==> config.mk <==
export PLATFORM = sky130hd
export DESIGN_NAME = iodr_bank
export DESIGN_NICKNAME = d
export VERILOG_FILES = /design/src/iodr_pkg.sv /design/src/iodr_store.sv /design/src/iodr_bank.sv
export VERILOG_INCLUDE_DIRS = /design/src
export SDC_FILE = /design/constraint.sdc
export NUM_CORES = 1
export LEC_CHECK = 0
export BUFFER_PORTS_ARGS = -buffer_cell sky130_fd_sc_hd__buf_4
export CAP_MARGIN = 20
export CORE_MARGIN = 4
export CORE_UTILIZATION = 30
export CTS_CLUSTER_SIZE = 40
export DETAILED_ROUTE_END_ITERATION = 12
export GPL_TIMING_DRIVEN = 0
export PLACE_DENSITY = 0.59
export SLEW_MARGIN = 5
export SYNTH_ARGS = -nofsm -noshare
export SYNTH_HDL_FRONTEND = slang
export SYNTH_SLANG_ARGS = --single-unit
export TNS_END_PERCENT = 20
==> constraint.sdc <==
create_clock -name clk -period 20.9 [get_ports clk]
set_input_delay 2.09 -clock clk [delete_from_list [all_inputs] [get_ports clk]]
set_output_delay 2.09 -clock clk [all_outputs]
set_load 0.02 [all_outputs]
==> src/iodr_defs.svh <==
// register offsets, field widths and full-scale codes of the inertial output bank
// assumes byte addressing with 16-bit registers on even addresses
`ifndef IODR_DEFS_SVH
`define IODR_DEFS_SVH
`define IODR_ADDR_W 7
`define IODR_X_RATE_FRACTION 7'h04
`define IODR_X_RATE_WORD 7'h06
`define IODR_Y_RATE_FRACTION 7'h08
`define IODR_Y_RATE_WORD 7'h0a
`define IODR_Z_RATE_FRACTION 7'h0c
`define IODR_Z_RATE_WORD 7'h0e
`define IODR_X_ACCEL_FRACTION 7'h10
`define IODR_X_ACCEL_WORD 7'h12
`define IODR_Y_ACCEL_FRACTION 7'h14
`define IODR_Y_ACCEL_WORD 7'h16
`define IODR_N_CHAN 5
`define IODR_LAST_CHAN 3'h4
`define IODR_RATE_POS_FS 16'h4e20
`define IODR_RATE_NEG_FS 16'hb1e0
`define IODR_ACCEL_POS_FS 16'h7d00
`define IODR_ACCEL_NEG_FS 16'h8300
`define IODR_UNMAPPED_DATA 16'h0000
`endif

==> src/iodr_pkg.sv <==
// types shared by the inertial output register bank
// no assumptions beyond a SystemVerilog compiler
package iodr_pkg;
	typedef logic [31:0] iodr_sample_t;
	typedef enum logic [2:0] {IODR_RX, IODR_RY, IODR_RZ, IODR_AX, IODR_AY} iodr_chan_t;
	typedef enum logic {IODR_IDLE, IODR_COPY} iodr_wr_state_t;
endpackage

==> src/iodr_store.sv <==
// holds the five 32-bit measurements; read word comes out of a register, zero when idle
// assumes one write port from the sample path and one read port from the host
`timescale 1ns/1ns
`default_nettype none
`include "iodr_defs.svh"
module iodr_store #(
	parameter int DEPTH = 5
) (
	input wire logic clk,
	input wire logic wr_en,
	input wire logic [2:0] wr_idx,
	input wire logic [31:0] wr_data,
	input wire logic rd_en,
	input wire logic [2:0] rd_idx,
	input wire logic rd_hi,
	output logic [15:0] rd_data
);
	logic [31:0] mem [DEPTH];

	// no reset: contents are undefined until the first sample
	always_ff @(posedge clk)
	begin
		if (wr_en)
			mem[wr_idx] <= wr_data;
	end

	always_ff @(posedge clk)
	begin
		if (rd_en)
			rd_data <= rd_hi ? mem[rd_idx][31:16] : mem[rd_idx][15:0];
		else
			rd_data <= `IODR_UNMAPPED_DATA;
	end
endmodule
`default_nettype wire

==> src/iodr_bank.sv <==
// read-only bank of rate and acceleration outputs, host reads by address
// assumes sample path presents signed 32-bit values, saturated here to full scale, with a one-cycle strobe
// Notes on behaviour
// - each axis has high word over low word forming one 32-bit value
// - rate high word is twos complement, zero rotation reads zero
// - low word holds sixteen extra resolution bits below the high word
// - acceleration high word twos complement, 1.25 mg per count
// - acceleration full scale reads 0x7d00 and 0x8300
// - rate registers sit at 0x04 through 0x0e
// - acceleration registers sit at 0x10 through 0x16
// - registers are read only, no reset value, writes ignored
// - rate full scale reads 0x4e20 and 0xb1e0
`timescale 1ns/1ns
`default_nettype none
`include "iodr_defs.svh"
module iodr_bank (
	input wire logic clk,
	input wire logic rst_n,
	// sample path, one strobe per new set of measurements
	input wire logic sample_valid,
	input wire logic [31:0] x_rate_in,
	input wire logic [31:0] y_rate_in,
	input wire logic [31:0] z_rate_in,
	input wire logic [31:0] x_accel_in,
	input wire logic [31:0] y_accel_in,
	// host read port; writes are accepted and dropped
	input wire logic rd_req,
	input wire logic wr_req,
	input wire logic [`IODR_ADDR_W-1:0] addr,
	// answer one cycle after an accepted read
	output logic [15:0] rd_data,
	output logic rd_valid,
	output logic addr_hit
);
	// copy sequencer
	logic [2:0] wr_cnt_r;
	iodr_pkg::iodr_wr_state_t wr_state_r;
	iodr_pkg::iodr_wr_state_t wr_state_nxt;
	logic copying;
	logic sample_take;
	iodr_pkg::iodr_sample_t hold_r [`IODR_N_CHAN];
	iodr_pkg::iodr_sample_t wr_word;

	// read side
	logic rd_take;
	logic rd_valid_r;
	logic hit_r;
	logic [2:0] rd_idx;
	logic rd_hi;
	logic hit;
	logic [15:0] store_q;

	function automatic logic [31:0] clamp(input logic [31:0] v, input logic [15:0] pos,
		input logic [15:0] neg);
		logic [31:0] res;
		res = v;
		// saturate so the high word never passes the full-scale codes
		if ($signed(v) > $signed({pos, 16'h0000}))
			res = {pos, 16'h0000};
		else if ($signed(v) < $signed({neg, 16'h0000}))
			res = {neg, 16'h0000};
		return res;
	endfunction

	// decode: 0x04..0x16 even addresses map to five channels, bit 1 picks high word
	always_comb
	begin
		hit = 1'b0;
		rd_idx = 3'h0;
		rd_hi = addr[1];
		case ({addr[6:2], 2'b00})
			`IODR_X_RATE_FRACTION:
			begin
				hit = 1'b1;
				rd_idx = 3'(iodr_pkg::IODR_RX);
			end
			`IODR_Y_RATE_FRACTION:
			begin
				hit = 1'b1;
				rd_idx = 3'(iodr_pkg::IODR_RY);
			end
			`IODR_Z_RATE_FRACTION:
			begin
				hit = 1'b1;
				rd_idx = 3'(iodr_pkg::IODR_RZ);
			end
			`IODR_X_ACCEL_FRACTION:
			begin
				hit = 1'b1;
				rd_idx = 3'(iodr_pkg::IODR_AX);
			end
			`IODR_Y_ACCEL_FRACTION:
			begin
				hit = 1'b1;
				rd_idx = 3'(iodr_pkg::IODR_AY);
			end
			default:
				hit = 1'b0;
		endcase
		// odd byte addresses split a register and map to nothing
		if (addr[0])
			hit = 1'b0;
	end

	// a strobe is taken only when the previous sample is fully stored
	assign sample_take = sample_valid && !copying;
	// a write in the same cycle cancels the read; writes never reach the store
	assign rd_take = rd_req && !wr_req;

	// capture all channels at one strobe, then write them one per cycle
	always_ff @(posedge clk)
	begin
		if (sample_take)
		begin
			hold_r[0] <= clamp(x_rate_in, `IODR_RATE_POS_FS, `IODR_RATE_NEG_FS);
			hold_r[1] <= clamp(y_rate_in, `IODR_RATE_POS_FS, `IODR_RATE_NEG_FS);
			hold_r[2] <= clamp(z_rate_in, `IODR_RATE_POS_FS, `IODR_RATE_NEG_FS);
			hold_r[3] <= clamp(x_accel_in, `IODR_ACCEL_POS_FS, `IODR_ACCEL_NEG_FS);
			hold_r[4] <= clamp(y_accel_in, `IODR_ACCEL_POS_FS, `IODR_ACCEL_NEG_FS);
		end
	end

	// copy sequencer: idle until a strobe, then one channel per cycle
	always_comb
	begin
		wr_state_nxt = wr_state_r;
		case (wr_state_r)
			iodr_pkg::IODR_IDLE:
			begin
				if (sample_valid)
					wr_state_nxt = iodr_pkg::IODR_COPY;
			end
			iodr_pkg::IODR_COPY:
			begin
				if (wr_cnt_r == `IODR_LAST_CHAN)
					wr_state_nxt = iodr_pkg::IODR_IDLE;
			end
			default:
				wr_state_nxt = iodr_pkg::IODR_IDLE;
		endcase
	end

	// sequencer state, cleared by reset
	always_ff @(posedge clk or negedge rst_n)
	begin
		if (!rst_n)
			wr_state_r <= iodr_pkg::IODR_IDLE;
		else
			wr_state_r <= wr_state_nxt;
	end

	assign copying = (wr_state_r == iodr_pkg::IODR_COPY);

	// channel index, zero after reset and parked past the last channel after each copy
	always_ff @(posedge clk or negedge rst_n)
	begin
		if (!rst_n)
			wr_cnt_r <= 3'h0;
		else if (sample_take)
			wr_cnt_r <= 3'h0;
		else if (copying)
			wr_cnt_r <= wr_cnt_r + 3'h1;
	end

	// parked index reads zero, never an out-of-range unknown
	always_comb
	begin
		wr_word = 32'h0000_0000;
		case (wr_cnt_r)
			3'h0:
				wr_word = hold_r[0];
			3'h1:
				wr_word = hold_r[1];
			3'h2:
				wr_word = hold_r[2];
			3'h3:
				wr_word = hold_r[3];
			3'h4:
				wr_word = hold_r[4];
			default:
				wr_word = 32'h0000_0000;
		endcase
	end

	// both halves written in one 32-bit word; fraction fills the low 16 bits
	// a host reading the two words across a strobe may still mix samples
	iodr_store #(
		.DEPTH(`IODR_N_CHAN)
	) u_store (
		.clk(clk),
		.wr_en(copying),
		.wr_idx(wr_cnt_r),
		.wr_data(wr_word),
		.rd_en(rd_take && hit && rst_n),
		.rd_idx(rd_idx),
		.rd_hi(rd_hi),
		.rd_data(store_q)
	);

	// answer strobe one cycle after every accepted read, mapped or not
	always_ff @(posedge clk or negedge rst_n)
	begin
		if (!rst_n)
			rd_valid_r <= 1'b0;
		else
			rd_valid_r <= rd_take;
	end

	// mapped flag of the last presented address
	always_ff @(posedge clk or negedge rst_n)
	begin
		if (!rst_n)
			hit_r <= 1'b0;
		else
			hit_r <= hit;
	end

	assign rd_valid = rd_valid_r;
	assign addr_hit = hit_r;
	// store register returns zero on idle and unmapped cycles
	assign rd_data = store_q;
endmodule
`default_nettype wire

After elaboration in Yosys (flattened, before gate mapping):

Memories as Yosys holds them, arrays and structs flattened.
Cells that the tools add are included.

* memory bits (writable): 320
* memories kept: 2
* input bits: 172
* bits in registers: 22
* output and inout port bits: 18

* reductions and logical operators: 9
* equal/unequal tests: 9
* $lt $le $gt $ge: 10
* bitwise logic cells: 1
* $add $sub $neg: 1
* mux-type cells: 29

Memory list
* hold_r: depth 5, width 32, read ports 5, clocked after memory_dff 0, write ports 5, RTL line iodr_bank.sv:41 `` iodr_pkg::iodr_sample_t hold_r [`IODR_N_CHAN]; ``
* u_store.mem: depth 5, width 32, read ports 1, clocked after memory_dff 0, write ports 1, RTL line iodr_store.sv:18 `logic [31:0] mem [DEPTH];`

Operators by type and width (count)
* 2-to-1 mux 32 bit: 15
* > comparator 32 bit (second input constant): 5
* < comparator 32 bit (second input constant): 5
* case mux 32 bit (5 select lines): 1
* 2-to-1 mux 16 bit: 1
* case mux 3 bit (4 select lines): 1
* == test 5 x 2 -> 1 bit (second input constant): 2
* == test 5 x 3 -> 1 bit (second input constant): 2
* 2-to-1 mux 1 bit: 8
* == test 3 x 2 -> 1 bit (second input constant): 2
* 2-to-1 mux 3 bit: 2
* == test 5 x 1 -> 1 bit (second input constant): 1
* OR reduction 5 bit: 1
* logical AND 1 bit: 4
* adder 3 x 1 -> 3 bit (second input constant): 1
* == test 3 x 1 -> 1 bit (second input constant): 1
* == test 3 bit (second input constant): 1
* zero test 3 bit: 1
* zero test 1 bit: 2
* case mux 1 bit (2 select lines): 1
* nonzero test 2 bit: 1
* NOT 1 bit: 1

Logic depth before layout (Yosys ltp):

* depth in word-level cells: 6
* mapped depth: 7

Cells and area by module:

A second synthesis with hierarchy kept.

* cell total of the unflattened synthesis: 1017
* area, all modules: 14765.4 um2

Modules (own cells, without submodules)
* iodr_bank: area each 8179.1 um2, instances 1, seq. area each 4954.8 um2, cells an instance 683
* iodr_store: area each 6586.3 um2, instances 1, seq. area each 5124.9 um2, cells an instance 334

Worst setup path after synthesis:

OpenSTA, ideal clock, no wires.

* kind: input to register
* start: input sample_valid
* end: memory hold_r[0][0] (netlist bit) (enable)
* data required time: 20.202 ns
* stages: 1
* path buffers: 0
* setup slack: 11.197 ns
* arrival time: 9.005 ns
* setup time: 0.698 ns
* path through: nor2b_1

RTL lines
* start, declared: RTL line iodr_bank.sv:20 `input wire logic sample_valid,`
* end, declared: RTL line iodr_bank.sv:41

Worst setup path in the final report:

* start: input addr[5]
* end: register u_store.rd_data[14]

* word-level cells in the longest chain between the ends: 6
* elaborated cells between the ends (all ways): 13

Ends and longest elaborated chain
* start, declared: RTL line iodr_bank.sv:29 `` input wire logic [`IODR_ADDR_W-1:0] addr, ``
* branches (longest 6 deep; another with memory (5 x 32 bit))
* end signal, assigned: RTL line iodr_store.sv:30 `rd_data <= rd_hi ? mem[rd_idx][31:16] : mem[rd_idx][15:0];`
* end signal, assigned: RTL line iodr_store.sv:32 `` rd_data <= `IODR_UNMAPPED_DATA; ``
* end, declared: RTL line iodr_store.sv:16 `output logic [15:0] rd_data`

Parallel ways; which one is timed is not known.
A chain may end at the register's enable or synchronous reset.

==> summary.txt <==
outcome = finished clean
# port buffers = 187
final setup fails = 0
DRC = 0
clock skew = 0.0153 ns
sequential fraction of the synthesis area = 66.2%
Worst setup EP type = flip-flop
final worst-path cycle share = 18.1%
total CTS buffers = 37
CTS max path bufs = 3
Ys Warns = 0
Worst Setup SP = addr[5]
grt ovf = 0
area of the multi-input gates = 4730 um2
Routed WL = 46.6 mm
Worst-path clk slew = 0.06 ns
routed length per instance = 22.4 um
max_cap viols = 0
Fin. Hold Viols = 0
Synth Register Bits = 342
kind of critical path = in -> reg
top_reg_cell synth = edfxtp_1
leak pwr = 0.00650 uW
die width = 233 um
FF+latch area = 10100 um2
vias in the first global route = 10800
CP Launch Type = input pin
CP Cell Sequence = buf_4 -> or3b_1 -> clkbuf_1 -> nor2_1 -> buf_2 -> nand3_1 -> nand3_1
core box area = 50200 um2
pwr/cell area = 120 nW/um2
placed cell area = 17800 um2
Worst Path Arrival = 4.25 ns
hold-fix buffer count after cts = 0
Yosys top cell area share = 63.1%
CTS Sinks = 342
share of cells above drive strength 1 = 24.1%
Worst Tran Pin Value = 0.977 ns
Total GRT Usage = 16.7%
setup bufs post-CTS = 0
Gate Count Post-Synth = 1134
syn avg cell area = 13.4 um2
Worst-Skew Late Latency = 0.56 ns
final hold slack = 0.590 ns
Crit path max-delay family = simple AND/OR/NAND/NOR gates
synth unique cells = 51
post-route cell area = 18900 um2
H-tree levels = 2
DPL Wire Length = 35.9 mm
Data required, critical path = 21.36 ns
First-pass DRT Iterations = 5
row count = 82
initial antenna violation count = 1
Hold Crit Class = reg -> reg
Syn Nets = 1316
commonest non-fill, non-tap cell in the layout = edfxtp_1
Mapped Area = 15200 um2
Final Critical Period = 3.79 ns
vias = 10800
Ports = 190
Buf/Inv on CP = 3
RSZ-0062 raised after global routing = no
commonest non-fill, non-tap cells in the layout = edfxtp_1 (320), buf_4 (195), a21oi_1 (82)
top cell type by total area after synthesis = edfxtp_1
Root Buffer = clkbuf_16
largest net degree at the start of global routing = 33
Starting Density = 30.4%
Achievable Freq = 264 MHz
cell mode on critical path = nand3_1
Vias/cell = 5.18
Setup TNS = 0 ns
Worst path max stage delay = 0.62 ns
ys async rst share = 1.75%
worst vdd ir = 57.4 uV
GPL Wtd Cong = 0.854
post-route ant nets = 0
die height = 233 um
Post-synth EDFFs = 320
Ant. Diodes = 0
Area contributors post-synth = edfxtp_1 (63%), mux2_2 (3.6%), nand2b_1 (2.8%)
total die area = 54400 um2
fill count = 4782
first-pass GRT wire length = 68.1 mm
CTS resizes = 0
hold wc startpoint = u_store.mem[0][5]
layout net count = 1559
area delta synth->final = 24.3%
CTS tree = yes
Starting DRT DRC Count = 1162
reg2reg start = wr_cnt_r[0]
relative slew slack = 34.2%
pins over their slew limit = 0
Slowest-stage cell, CP = nor2_1
crit-path max FO = 10
-- routing by layer --
metal  GRT usage (%)  vias to the layer above  wire (um)
li1                -                     4993          -
met5               0                        -          0
met2            27.2                      411      22200
met1            22.4                     5269      19600
met4            6.71                        0       1890
met3            2.80                       78       2970
-- kinds of logic (layout without fill, tap and decap cells) --
| group | Yosys count | count (layout) | share of synthesized area (%) |
|---|---|---|---|
| adder cells (fa/ha/maj) | 10 | 10 | 0.821 |
| flip-flops | 342 | 342 | 66.2 |
| AO/OA/AOI/OAI | 275 | 275 | 12.9 |
| buffers and inverters | 108 | 379 | 3.03 |
| multiplexers | 49 | 49 | 3.62 |
| AND/OR/NAND/NOR | 350 | 350 | 13.4 |
-- stage by stage --
step / utilization, % / instances / power, uW / setup slack, ns
finish: 37.7 / 2077 / 2280 / 17.11
global route: 37.7 / 2077 / 2370 / 17.11
CTS: 37.7 / 2077 / 2290 / 17.20
detailed placement: 35.4 / 2010 / 1650 / 16.62
global placement: 34.8 / 1993 / 1630 / 8.37
floorplan: - / 1134 / 1390 / 11.20
-- registers in the layout, indices dropped and copies added (netlist names) --
| name | cells |
|---|---|
| hold_r | 160 |
| addr_hit | 1 |
| u_store.mem | 160 |
| copying | 1 |
| wr_cnt_r | 3 |
| u_store.rd_data | 16 |
| rd_valid | 1 |
-- worst min-delay path, delay by kind of cell, from the launching register on --
kind	cells	cell delay, ns
compound gates	1	0.12
flops	1	0.33
simple gates	1	0.11
-- path summary, 6_finish.rpt --
| path | cells past startpoint | end | slack [ns] |
|---|---|---|---|
| max in group asynchronous | 1 | wr_cnt_r[1] | 19.36 |
| setup / recovery | 7 | u_store.rd_data[14] | 17.11 |
| hold reg to reg | 2 | u_store.rd_data[5] | 0.59 |
| min in group asynchronous | 1 | rd_valid | 1.37 |
| setup reg to reg | 7 | u_store.mem[3][26] | 17.82 |
| hold / removal | 2 | u_store.rd_data[5] | 0.59 |
-- power by group --
group | switching, uW | internal [uW] | leakage (uW)
Clock | 271 | 363 | 0.000572
Sequential | 51.2 | 1030 | 0.00317
Combinational | 392 | 169 | 0.00276
Total | 714 | 1560 | 0.00650
-- final cells by class --
type | instances | share of cell area [%]
Sequential cell | 342 | 53.3
Timing Repair Buffer | 204 | 8.67
Clock buffer | 46 | 5.23
Buffer | 86 | 2.00
Inverter | 22 | 0.436
Multi-Input combinational cell | 684 | 25.0
Tap cell | 672 | 4.44
Clock inverter | 21 | 0.958
-- synthesized netlist by cell type (all sizes together) (11+ instances only) --
cell type and n:
a21oi 82, o22ai 12, nand3 54, nand2 37, o2111ai 16, dfxtp 16, mux2 49, nor2 42
nor3b 49, nor3 11, inv 22, nand4 16, clkbuf 65, o32a 32, o21ai 18, edfxtp 320
or3 29, buf 21, nand2b 67, nor4 23, a22oi 55
Power figures use the tool's default switching activity.
